## src/hw/dsr_pkg.sv

```systemverilog
/*
 * Constants for the speed reference and run command selector: selector
 * codes, terminal function codes, frequency limits, reset values and
 * timing figures for a 125 MHz system clock.
 * Assumes frequencies are carried in 0.01 Hz units on 16-bit words.
 */
package dsr_pkg;
    // clock and word widths
    localparam int CLK_HZ = 125_000_000;
    localparam int FW = 16;
    localparam int ADC_W = 12;
    localparam int FN_W = 5;
    localparam int DEC_W = 14;
    localparam int NIN = 3;
    localparam int HOLD_W = 28;
    localparam int UPDN_W = 24;
    localparam int DB_W = 8;
    localparam int ACC_W = 40;

    // frequencies in 0.01 Hz steps
    localparam logic [FW-1:0] FREQ_ABS_MAX = 16'h9C40; // 400.00 Hz
    localparam logic [FW-1:0] CEIL_RST = 16'h1388; // 50.00 Hz
    localparam logic [FW-1:0] FLOOR_RST = 16'h0000;
    localparam logic [FW-1:0] SETPOINT_RST = 16'h0000;
    localparam logic [FW-1:0] FREQ_STEP = 16'h0001;
    localparam logic [DEC_W-1:0] DEC_MIN = 14'h0001; // 0.1 s

    // frequency source codes
    localparam logic [2:0] FSRC_DIGITAL = 3'h0;
    localparam logic [2:0] FSRC_VOLT = 3'h1;
    localparam logic [2:0] FSRC_CURR = 3'h2;
    localparam logic [2:0] FSRC_DIAL = 3'h3;
    localparam logic [2:0] FSRC_UPDN = 3'h4;
    localparam logic [2:0] FSRC_COMM = 3'h5;

    // run command source codes
    localparam logic [1:0] RSRC_PANEL = 2'h0;
    localparam logic [1:0] RSRC_TERM = 2'h1;
    localparam logic [1:0] RSRC_COMM = 2'h2;

    // terminal function codes
    localparam logic [FN_W-1:0] FN_FWD = 5'h06;
    localparam logic [FN_W-1:0] FN_REV = 5'h07;
    localparam logic [FN_W-1:0] FN_STOP = 5'h09;
    localparam logic [FN_W-1:0] FN_UP = 5'h0F;
    localparam logic [FN_W-1:0] FN_DOWN = 5'h10;

    localparam logic STOPKEY_RST = 1'b1;

    // timing figures and their cycle counts
    localparam int HOLD_MS = 2000;
    localparam int HOLD_CYC = HOLD_MS * (CLK_HZ / 1000);
    localparam int TENTH_MS = 100;
    localparam int TENTH_CYC = TENTH_MS * (CLK_HZ / 1000);
    localparam int UPDN_TICK_MS = 10;
    localparam int UPDN_TICK_CYC = UPDN_TICK_MS * (CLK_HZ / 1000);
    localparam int DEBOUNCE_CYC = 16;

    typedef enum logic [1:0] {RS_IDLE, RS_RUN, RS_DECEL} dsr_run_t;
endpackage : dsr_pkg

```

## src/hw/dsr_speed_run_select.sv

```systemverilog
/*
 * Speed reference and run command selector of the drive: picks the
 * frequency reference, decodes run/stop/direction, applies the stop key
 * lock, reverse inhibit, clamps and the stop ramp.
 * Assumes all inputs but the three terminal inputs, which are synchronized here, are synchronous to clk_sys, analog inputs arrive
 * as converter codes, and the serial link is decoded elsewhere.
 */
`timescale 1ns/1ns

module dsr_speed_run_select
    import dsr_pkg::*;
#(
    parameter int HOLD_CYCLES = HOLD_CYC,
    parameter int TENTH_CYCLES = TENTH_CYC,
    parameter int UPDN_TICK_CYCLES = UPDN_TICK_CYC,
    parameter int DEBOUNCE_CYCLES = DEBOUNCE_CYC
)(
    input wire logic clk_sys,
    input wire logic rst,
    input wire logic [FW-1:0] digitalFrequencySetpoint,
    input wire logic setpointWrite,
    input wire logic keyUp,
    input wire logic keyDown,
    input wire logic [2:0] frequencySourceSelect,
    input wire logic [1:0] runCommandSource,
    input wire logic stopKeyLock,
    input wire logic enterKey,
    input wire logic reversePermit,
    input wire logic [FW-1:0] frequencyCeiling,
    input wire logic [FW-1:0] frequencyFloor,
    input wire logic [DEC_W-1:0] decelTime,
    input wire logic [ADC_W-1:0] voltageReferenceInput,
    input wire logic [ADC_W-1:0] currentReferenceInput,
    input wire logic [ADC_W-1:0] panelDialInput,
    input wire logic multiInputOne,
    input wire logic multiInputTwo,
    input wire logic multiInputThree,
    input wire logic [FN_W-1:0] inputOneFunctionSelect,
    input wire logic [FN_W-1:0] inputTwoFunctionSelect,
    input wire logic [FN_W-1:0] inputThreeFunctionSelect,
    input wire logic panelRunKey,
    input wire logic panelDirKey,
    input wire logic panelStopKey,
    input wire logic commRun,
    input wire logic commReverse,
    input wire logic [FW-1:0] commFrequency,
    output wire logic [FW-1:0] outFrequency,
    output wire logic [FW-1:0] referenceFrequency,
    output wire logic runCommand,
    output wire logic reverseRunning,
    output wire logic motorActive,
    output wire logic stopKeyEnabled
);
    localparam logic [HOLD_W-1:0] HOLD_LAST = HOLD_W'(HOLD_CYCLES - 1);
    localparam logic [UPDN_W-1:0] UPDN_LAST = UPDN_W'(UPDN_TICK_CYCLES - 1);
    localparam logic [DB_W-1:0] DB_LAST = DB_W'(DEBOUNCE_CYCLES - 1);

    typedef struct packed {
        dsr_run_t state;
        logic runReq;
        logic dirReq;
        logic outDir;
        logic [FW-1:0] stored;
        logic [FW-1:0] work;
        logic [FW-1:0] updn;
        logic [FW-1:0] refq;
        logic [FW-1:0] outFreq;
        logic [ACC_W-1:0] acc;
        logic [HOLD_W-1:0] holdCnt;
        logic stopKeyEn;
        logic termBlock;
        logic [UPDN_W-1:0] updnCnt;
        logic [NIN-1:0] sync1;
        logic [NIN-1:0] sync2;
        logic [NIN-1:0] clean;
        logic [NIN-1:0][DB_W-1:0] dbCnt;
        logic fwdLast;
        logic revLast;
        logic active;
    } dsr_state_t;

    dsr_state_t s_q;
    dsr_state_t s_d;

    logic [NIN-1:0] rawIn;
    logic [NIN-1:0][FN_W-1:0] fnSel;
    logic [NIN-1:0] isFwd, isRev, isStop, isUp, isDown, hasStop;
    logic fwdIn, revIn, stopIn, upIn, downIn, threeWire;
    logic [FW-1:0] ceilEff;

    assign rawIn = {multiInputThree, multiInputTwo, multiInputOne};
    assign fnSel = {inputThreeFunctionSelect, inputTwoFunctionSelect,
                    inputOneFunctionSelect};

    // per-terminal function decode on the debounced levels
    for (genvar i = 0; i < NIN; i++)
    begin : g_decode
        assign isFwd[i] = s_q.clean[i] && fnSel[i] == FN_FWD;
        assign isRev[i] = s_q.clean[i] && fnSel[i] == FN_REV;
        assign isStop[i] = s_q.clean[i] && fnSel[i] == FN_STOP;
        assign hasStop[i] = fnSel[i] == FN_STOP;
        assign isUp[i] = s_q.clean[i] && fnSel[i] == FN_UP;
        assign isDown[i] = s_q.clean[i] && fnSel[i] == FN_DOWN;
    end

    // a terminal carrying the stop function switches to three-wire mode
    assign fwdIn = |isFwd;
    assign revIn = |isRev;
    assign stopIn = |isStop;
    assign upIn = |isUp;
    assign downIn = |isDown;
    assign threeWire = |hasStop;
    assign ceilEff = (frequencyCeiling > FREQ_ABS_MAX) ? FREQ_ABS_MAX
                                                       : frequencyCeiling;

    // linear scale, code+msb lets full scale land exactly on the ceiling
    function automatic logic [FW-1:0] scaleRef(
        input logic [ADC_W-1:0] code,
        input logic [FW-1:0] ceil
    );
        logic [ADC_W:0] c;
        logic [ADC_W+FW:0] p;
        c = {1'b0, code} + (ADC_W+1)'(code[ADC_W-1]);
        p = (ADC_W+FW+1)'(c) * (ADC_W+FW+1)'(ceil);
        return p[ADC_W+FW-1:ADC_W];
    endfunction : scaleRef

    // next-state logic for the whole block
    always_comb
    begin
        logic [FW-1:0] r;
        logic [FW-1:0] target;
        logic [DEC_W-1:0] decEff;
        logic [ACC_W-1:0] limit;
        logic [ACC_W-1:0] accSum;
        logic fwdFall;
        logic revFall;
        r = '0;
        target = '0;
        decEff = (decelTime == '0) ? DEC_MIN : decelTime;
        limit = ACC_W'(decEff) * ACC_W'(TENTH_CYCLES);
        accSum = s_q.acc + ACC_W'(ceilEff);
        fwdFall = s_q.fwdLast && !fwdIn;
        revFall = s_q.revLast && !revIn;
        s_d = s_q;

        // two-stage sync, then a level must hold to pass
        s_d.sync1 = rawIn;
        s_d.sync2 = s_q.sync1;
        for (int i = 0; i < NIN; i++)
        begin
            if (s_q.sync2[i] == s_q.clean[i])
                s_d.dbCnt[i] = '0;
            else if (s_q.dbCnt[i] == DB_LAST)
            begin
                s_d.clean[i] = s_q.sync2[i];
                s_d.dbCnt[i] = '0;
            end
            else
                s_d.dbCnt[i] = DB_W'(s_q.dbCnt[i] + 8'h01);
        end
        s_d.fwdLast = fwdIn;
        s_d.revLast = revIn;

        // stop key lock takes the new setting only after a long hold
        if (!enterKey)
            s_d.holdCnt = '0;
        else if (s_q.holdCnt == HOLD_LAST)
            s_d.stopKeyEn = stopKeyLock;
        else
            s_d.holdCnt = HOLD_W'(s_q.holdCnt + 28'h0000001);

        // keypad keys only move the working copy
        if (keyUp && !keyDown && s_q.work < ceilEff)
            s_d.work = FW'(s_q.work + FREQ_STEP);
        else if (keyDown && !keyUp && s_q.work > frequencyFloor)
            s_d.work = FW'(s_q.work - FREQ_STEP);
        if (setpointWrite)
        begin
            // nonvolatile save of the stored copy is done outside
            s_d.stored = (digitalFrequencySetpoint > ceilEff) ? ceilEff
                         : digitalFrequencySetpoint;
            s_d.work = s_d.stored;
        end

        // up/down terminals, one step per tick
        if (s_q.updnCnt == UPDN_LAST)
        begin
            s_d.updnCnt = '0;
            if (upIn && !downIn && s_q.updn < ceilEff)
                s_d.updn = FW'(s_q.updn + FREQ_STEP);
            else if (downIn && !upIn && s_q.updn > frequencyFloor)
                s_d.updn = FW'(s_q.updn - FREQ_STEP);
        end
        else
            s_d.updnCnt = UPDN_W'(s_q.updnCnt + 24'h000001);

        // frequency reference selection
        case (frequencySourceSelect)
            FSRC_DIGITAL: r = s_q.work;
            FSRC_VOLT: r = scaleRef(voltageReferenceInput, ceilEff);
            FSRC_CURR: r = scaleRef(currentReferenceInput, ceilEff);
            FSRC_DIAL: r = scaleRef(panelDialInput, ceilEff);
            FSRC_UPDN: r = s_q.updn;
            FSRC_COMM: r = commFrequency;
            default: r = frequencyFloor;
        endcase
        if (r > ceilEff)
            r = ceilEff;
        if (r < frequencyFloor)
            r = frequencyFloor;
        s_d.refq = r;

        // a halted source must drop its request before it may restart
        if (s_q.termBlock &&
            !((runCommandSource == RSRC_TERM) ? (fwdIn || revIn) : commRun))
            s_d.termBlock = 1'b0;

        // run command decode
        case (runCommandSource)
            RSRC_PANEL:
            begin
                if (panelDirKey)
                    s_d.dirReq = !s_q.dirReq;
                if (panelRunKey)
                    s_d.runReq = 1'b1;
            end
            RSRC_TERM:
            begin
                if (s_q.termBlock)
                    s_d.runReq = 1'b0;
                else if (threeWire)
                begin
                    // the latch only changes direction on a fresh pulse
                    if (!stopIn)
                        s_d.runReq = 1'b0;
                    else if (fwdFall)
                    begin
                        s_d.runReq = 1'b1;
                        s_d.dirReq = 1'b0;
                    end
                    else if (revFall && reversePermit)
                    begin
                        s_d.runReq = 1'b1;
                        s_d.dirReq = 1'b1;
                    end
                end
                else if (fwdIn && !revIn)
                begin
                    s_d.runReq = 1'b1;
                    s_d.dirReq = 1'b0;
                end
                else if (revIn && !fwdIn)
                begin
                    if (reversePermit)
                    begin
                        s_d.runReq = 1'b1;
                        s_d.dirReq = 1'b1;
                    end
                end
                else if (!fwdIn && !revIn)
                    s_d.runReq = 1'b0;
            end
            RSRC_COMM:
            begin
                s_d.runReq = !s_q.termBlock && commRun &&
                             (reversePermit || !commReverse);
                s_d.dirReq = commReverse;
            end
            default: s_d.runReq = 1'b0;
        endcase

        // an enabled stop key wins over any source
        if (panelStopKey && s_q.stopKeyEn)
        begin
            s_d.runReq = 1'b0;
            if (runCommandSource != RSRC_PANEL)
                s_d.termBlock = 1'b1;
        end
        if (!reversePermit)
            s_d.dirReq = 1'b0;

        // every fresh start reloads the working copy from the stored setpoint
        if (s_d.runReq && !s_q.runReq)
            s_d.work = s_q.stored;

        // run sequencing; reversal passes through zero first
        unique case (s_q.state)
            RS_IDLE:
                if (s_q.runReq)
                begin
                    s_d.state = RS_RUN;
                    s_d.outDir = s_q.dirReq;
                end
            RS_RUN:
                if (!s_q.runReq)
                    s_d.state = RS_DECEL;
                else if (s_q.dirReq != s_q.outDir && s_q.outFreq == '0)
                    s_d.outDir = s_q.dirReq;
            RS_DECEL:
                if (s_q.runReq)
                    s_d.state = RS_RUN;
                else if (s_q.outFreq == '0)
                    s_d.state = RS_IDLE;
        endcase
        // registered copy so the activity output comes from a flop
        s_d.active = s_d.state != RS_IDLE;
        if (s_q.state == RS_RUN && s_q.dirReq == s_q.outDir)
            target = s_q.refq;

        // rate accumulator: ceiling steps per deceleration time
        if (s_q.outFreq == target)
            s_d.acc = '0;
        else if (accSum >= limit)
        begin
            s_d.acc = accSum - limit;
            s_d.outFreq = (s_q.outFreq < target)
                          ? FW'(s_q.outFreq + FREQ_STEP)
                          : FW'(s_q.outFreq - FREQ_STEP);
        end
        else
            s_d.acc = accSum;
    end

    // state register
    always_ff @(posedge clk_sys)
    begin
        if (rst)
        begin
            s_q <= '0;
            s_q.state <= RS_IDLE;
            s_q.stored <= SETPOINT_RST;
            s_q.work <= SETPOINT_RST;
            s_q.updn <= FLOOR_RST;
            s_q.stopKeyEn <= STOPKEY_RST;
        end
        else
            s_q <= s_d;
    end

    assign outFrequency = s_q.outFreq;
    assign referenceFrequency = s_q.refq;
    assign runCommand = s_q.runReq;
    assign reverseRunning = s_q.outDir;
    assign motorActive = s_q.active;
    assign stopKeyEnabled = s_q.stopKeyEn;
endmodule : dsr_speed_run_select

```

## config.mk

```make
export PLATFORM = sky130hd
export DESIGN_NAME = dsr_speed_run_select
export DESIGN_NICKNAME = d
export VERILOG_FILES = /design/src/hw/dsr_pkg.sv /design/src/hw/dsr_speed_run_select.sv
export SDC_FILE = /design/constraint.sdc
export NUM_CORES = 2
export LEC_CHECK = 0
export ABC_AREA = 1
export BUFFER_PORTS_ARGS = -buffer_cell sky130_fd_sc_hd__buf_2
export CAP_MARGIN = 20
export CELL_PAD_IN_SITES_DETAIL_PLACEMENT = 0
export CELL_PAD_IN_SITES_GLOBAL_PLACEMENT = 2
export CORE_UTILIZATION = 38
export DETAILED_ROUTE_END_ITERATION = 8
export HOLD_SLACK_MARGIN = 0.15
export MAX_ROUTING_LAYER = met4
export PLACE_DENSITY_LB_ADDON = 0.1
export SYNTH_ARGS = -nofsm -noshare
export SYNTH_HDL_FRONTEND = slang
export SYNTH_SLANG_ARGS = --single-unit
export TNS_END_PERCENT = 100
```

## constraint.sdc

```tcl
create_clock -name clk_sys -period 16.45 [get_ports clk_sys]
set_input_delay 3.29 -clock clk_sys [delete_from_list [all_inputs] [get_ports clk_sys]]
set_output_delay 3.29 -clock clk_sys [all_outputs]
set_load 0.005 [all_outputs]
```

==> impl_metrics.csv <==
group,metric,value,unit
sta,clock_skew,0.07656,ns
grt,antenna_found_initial,9,
synth,yosys.area.top_type,"fa_1",
synth,synth-edff-count,0,
sta,rsz0062_at_grt,"no",
min_path,hp-class,"flop to flop",
critical_path,cp.arrival,15.49,ns
clocking,cts_root_buf,"clkbuf_16",
synth,yosys_most_used_dff,"dfxtp_1",
status,outcome,"completed",
route,drtAntennaViolNets,0,
synth,seq_area_frac_synth,0.1021,
route,wl,151.5,mm
placed_design,gp_congestion,0.9590,
critical_path,cp.required,16.98,ns
synth,synth_nets,6988,
critical_path,r2r_end,"outFrequency[1]",
critical_path,startpoint_type,"input pin",
floorplanning,io_pins,186,
min_path,worstHoldStart,"s_d[30]",
floorplanning,start_util,0.3850,
clocking,insertion_delay,0.66,ns
finish,nets,7096,
finish,instances_no_fill,7360,
critical_path,crit_path_end_kind,"flop",
synth,ys_warn_count,0,
grt,grt_pass1_vias,38250,
critical_path,slowest_delay,1.03,ns
synth,synth_area_per_cell,7.337,sq um
sta,finalCritPeriodShare,0.9094,
grt,grt_start_max_net_pins,43,
placed_design,hpwl,121.0,mm
power_and_ir_drop,netSwitchingPower,6371,uW
critical_path,cp_max_fo,25,
synth,synthCells,5743,
floorplanning,die-area,112200,sq um
power_and_ir_drop,power.density,234.5,nW/um^2
route,drc,0,
power_and_ir_drop,p_leak,0.02351,uW
min_path,hold_path_depth,2,
synth,yosysUniqueCellTypes,63,
floorplanning,fp.coreArea,109500,sq um
route,vias,37430,
finish,fillers,11650,
grt,gr-total-overflow,0,
clocking,ctsHtreeMaxLevel,1,
critical_path,crit_top_cell,"inv_1",
power_and_ir_drop,p_sw_frac,0.5933,
clocking,cts-buffers-inserted,30,
placed_design,dpl_worst_slack,1.063,ns
floorplanning,die_y,335,microns
clocking,clk_path_buf_depth,3,
clocking,postCtsHoldBufs,0,
finish,ff_latch_area,4304,sq um
clocking,clk_pin_slew,0.06,ns
clocking,cts_resized,0,
placed_design,placed_cells,7294,
finish,drive_above_1_share,0.06299,
placed_design,port-buffer-count,185,
sta,setup_violations,0,
synth,yosysMostFrequentCell,"inv_1",
route,viasPerCell,5.085,
floorplanning,die_w,335,microns
route,detail_route.wl_per_cell,20.59,microns
sta,timing.fmax,66.84,MHz
synth,syn-cell-area,42140,sq um
clocking,post_cts_buffers,0,
power_and_ir_drop,peakVddDrop,0.0005425,V
power_and_ir_drop,clkPwrFrac,0.067,
finish,syn2layout_area_growth,8.673,%
synth,synth_commonest_cells,"inv_1 (1160), nand2_1 (1017), nor2_1 (634)",
finish,multi_input_area,32690,sq um
critical_path,worstRegToRegCells,33,
power_and_ir_drop,intPower,4368,uW
route,drt_first_pass_iters,5,
clocking,cts_tree,"yes",
sta,worst_pin_slew,1.103,ns
clocking,clkSinkCount,215,
critical_path,crit_path_top_delay_cell,"clkinv_1",
synth,synth_top_area_frac,0.2608,
flow_run,drv_cap,0,
critical_path,critical_path_class,"input pin to flop",
sta,timing.final.ws_setup,1.490,ns
power_and_ir_drop,combPwrFrac,0.867,
synth,synth.area.top_cells,"fa_1 (26%), ha_1 (16%), inv_1 (10%)",
min_path,hold_end,"s_q[30]",
grt,grt_use_total,0.2812,
grt,grt_pass1_wl,233.3,mm
sta,fin_tns_setup,0,ns
power_and_ir_drop,p_seq_frac,0.067,
sta,final_max_slew_viol_count,0,
critical_path,r2r-start,"s_q[90]",
sta,hold_viol_final,0,
sta,period_minus_slack,14.96,ns
critical_path,r2r_slack,8.70,ns
sta,maxSlewHeadroom,0.2603,
synth,async_flop_share,0,
route,drtIter0Drc,2558,
synth,synth_seq_cells,215,
floorplanning,rows,121,
[through the flow]
stage / cell area (sq um) / util / hold WS (ns) / total power [uW]
6_report: 45790 / 0.4184 / 0.4053 / 10740
3_3_place_gp: 44650 / 0.4079 / 0.3900 / 10100
2_1_floorplan: 42140 / - / 0.3883 / 7433
5_1_grt: 45790 / 0.4183 / 0.4355 / 12000
3_5_place_dp: 44690 / 0.4083 / 0.4001 / 10060
4_1_cts: 45760 / 0.4181 / 0.4112 / 10840
[logic make-up (layout without fill, tap and decap cells)]
group	count (synthesis)	in the layout	share of synthesized area
compound gates	858	858	0.1139
other cells	0	10	0
flops	215	215	0.1021
xor+xnor	170	170	0.03551
fa+ha+maj	1095	1095	0.4229
mux	1	1	0.0002672
buf+inv	1354	1485	0.1242
simple gates	2050	2050	0.2010
[routing by layer]
layer | vias to the layer above | track usage | wire (microns)
met4 | 0 | 0.06927 | 4187
met2 | 826 | 0.4661 | 71810
met3 | 198 | 0.02498 | 7588
met5 | - | - | 0
li1 | 18290 | - | -
met1 | 18120 | 0.3692 | 67930
[registers in the layout (all words and copies together) (netlist names)]
name / flops
reverseRunning: 1
motorActive: 1
s_d: 3
referenceFrequency: 16
s_q: 176
runCommand: 1
stopKeyEnabled: 1
outFrequency: 16
[worst max-delay path: cells and delay by family]
kind            cells  cell delay [ns]
fa+ha+maj           8             3.14
simple gates       21             3.32
compound gates      8             2.01
buf+inv            16             3.69
[layout by cell type (no fill, tap or decap), types with 17 or more instances in the layout]
cell type / instances
dfxtp_1: 215
buf_4: 61
or2_2: 17
nand2_1: 1015
clkbuf_16: 30
nor4_1: 36
xor2_1: 111
a31oi_1: 27
inv_1: 1159
o21bai_1: 21
ha_1: 546
nor3_1: 69
xnor2_1: 57
a21oi_1: 408
o211ai_1: 40
fa_1: 549
o21ai_0: 246
nand4_1: 66
nand3_1: 161
buf_2: 185
nor2_1: 621
[worst max path at each step]
stage | slack [ns] | depth (start not counted) | endpoint | startpoint
floorplan | 3.68 | 60 | referenceFrequency[12] | frequencyCeiling[0]
global placement | 1.15 | 54 | referenceFrequency[6] | frequencyCeiling[15]
detailed placement | 1.06 | 53 | referenceFrequency[2] | frequencyCeiling[15]
CTS | 1.63 | 53 | referenceFrequency[2] | frequencyCeiling[15]
global route | 0.73 | 52 | referenceFrequency[10] | frequencyCeiling[15]
finish | 1.49 | 53 | referenceFrequency[2] | frequencyCeiling[15]
[power groups by stage]
stage / registers (uW) / logic, uW / clock network, uW
global placement: 727 / 9370 / 0
detailed placement: 725 / 9330 / 0
CTS: 715 / 9380 / 739
finish: 716 / 9310 / 716
global route: 724 / 10500 / 758
floorplan: 679 / 6750 / 0
[area by class of cell]
class	instances	area share
well taps	1476	0.04033
inverters	1182	0.09689
multi-input cells	4174	0.7138
clock inverters	12	0.004180
clock buffers	43	0.01921
diodes	10	0.0005465
flip-flops and latches	215	0.09399
repair buffers	248	0.03107
Note: power is estimated with default switching activity, not from simulation.
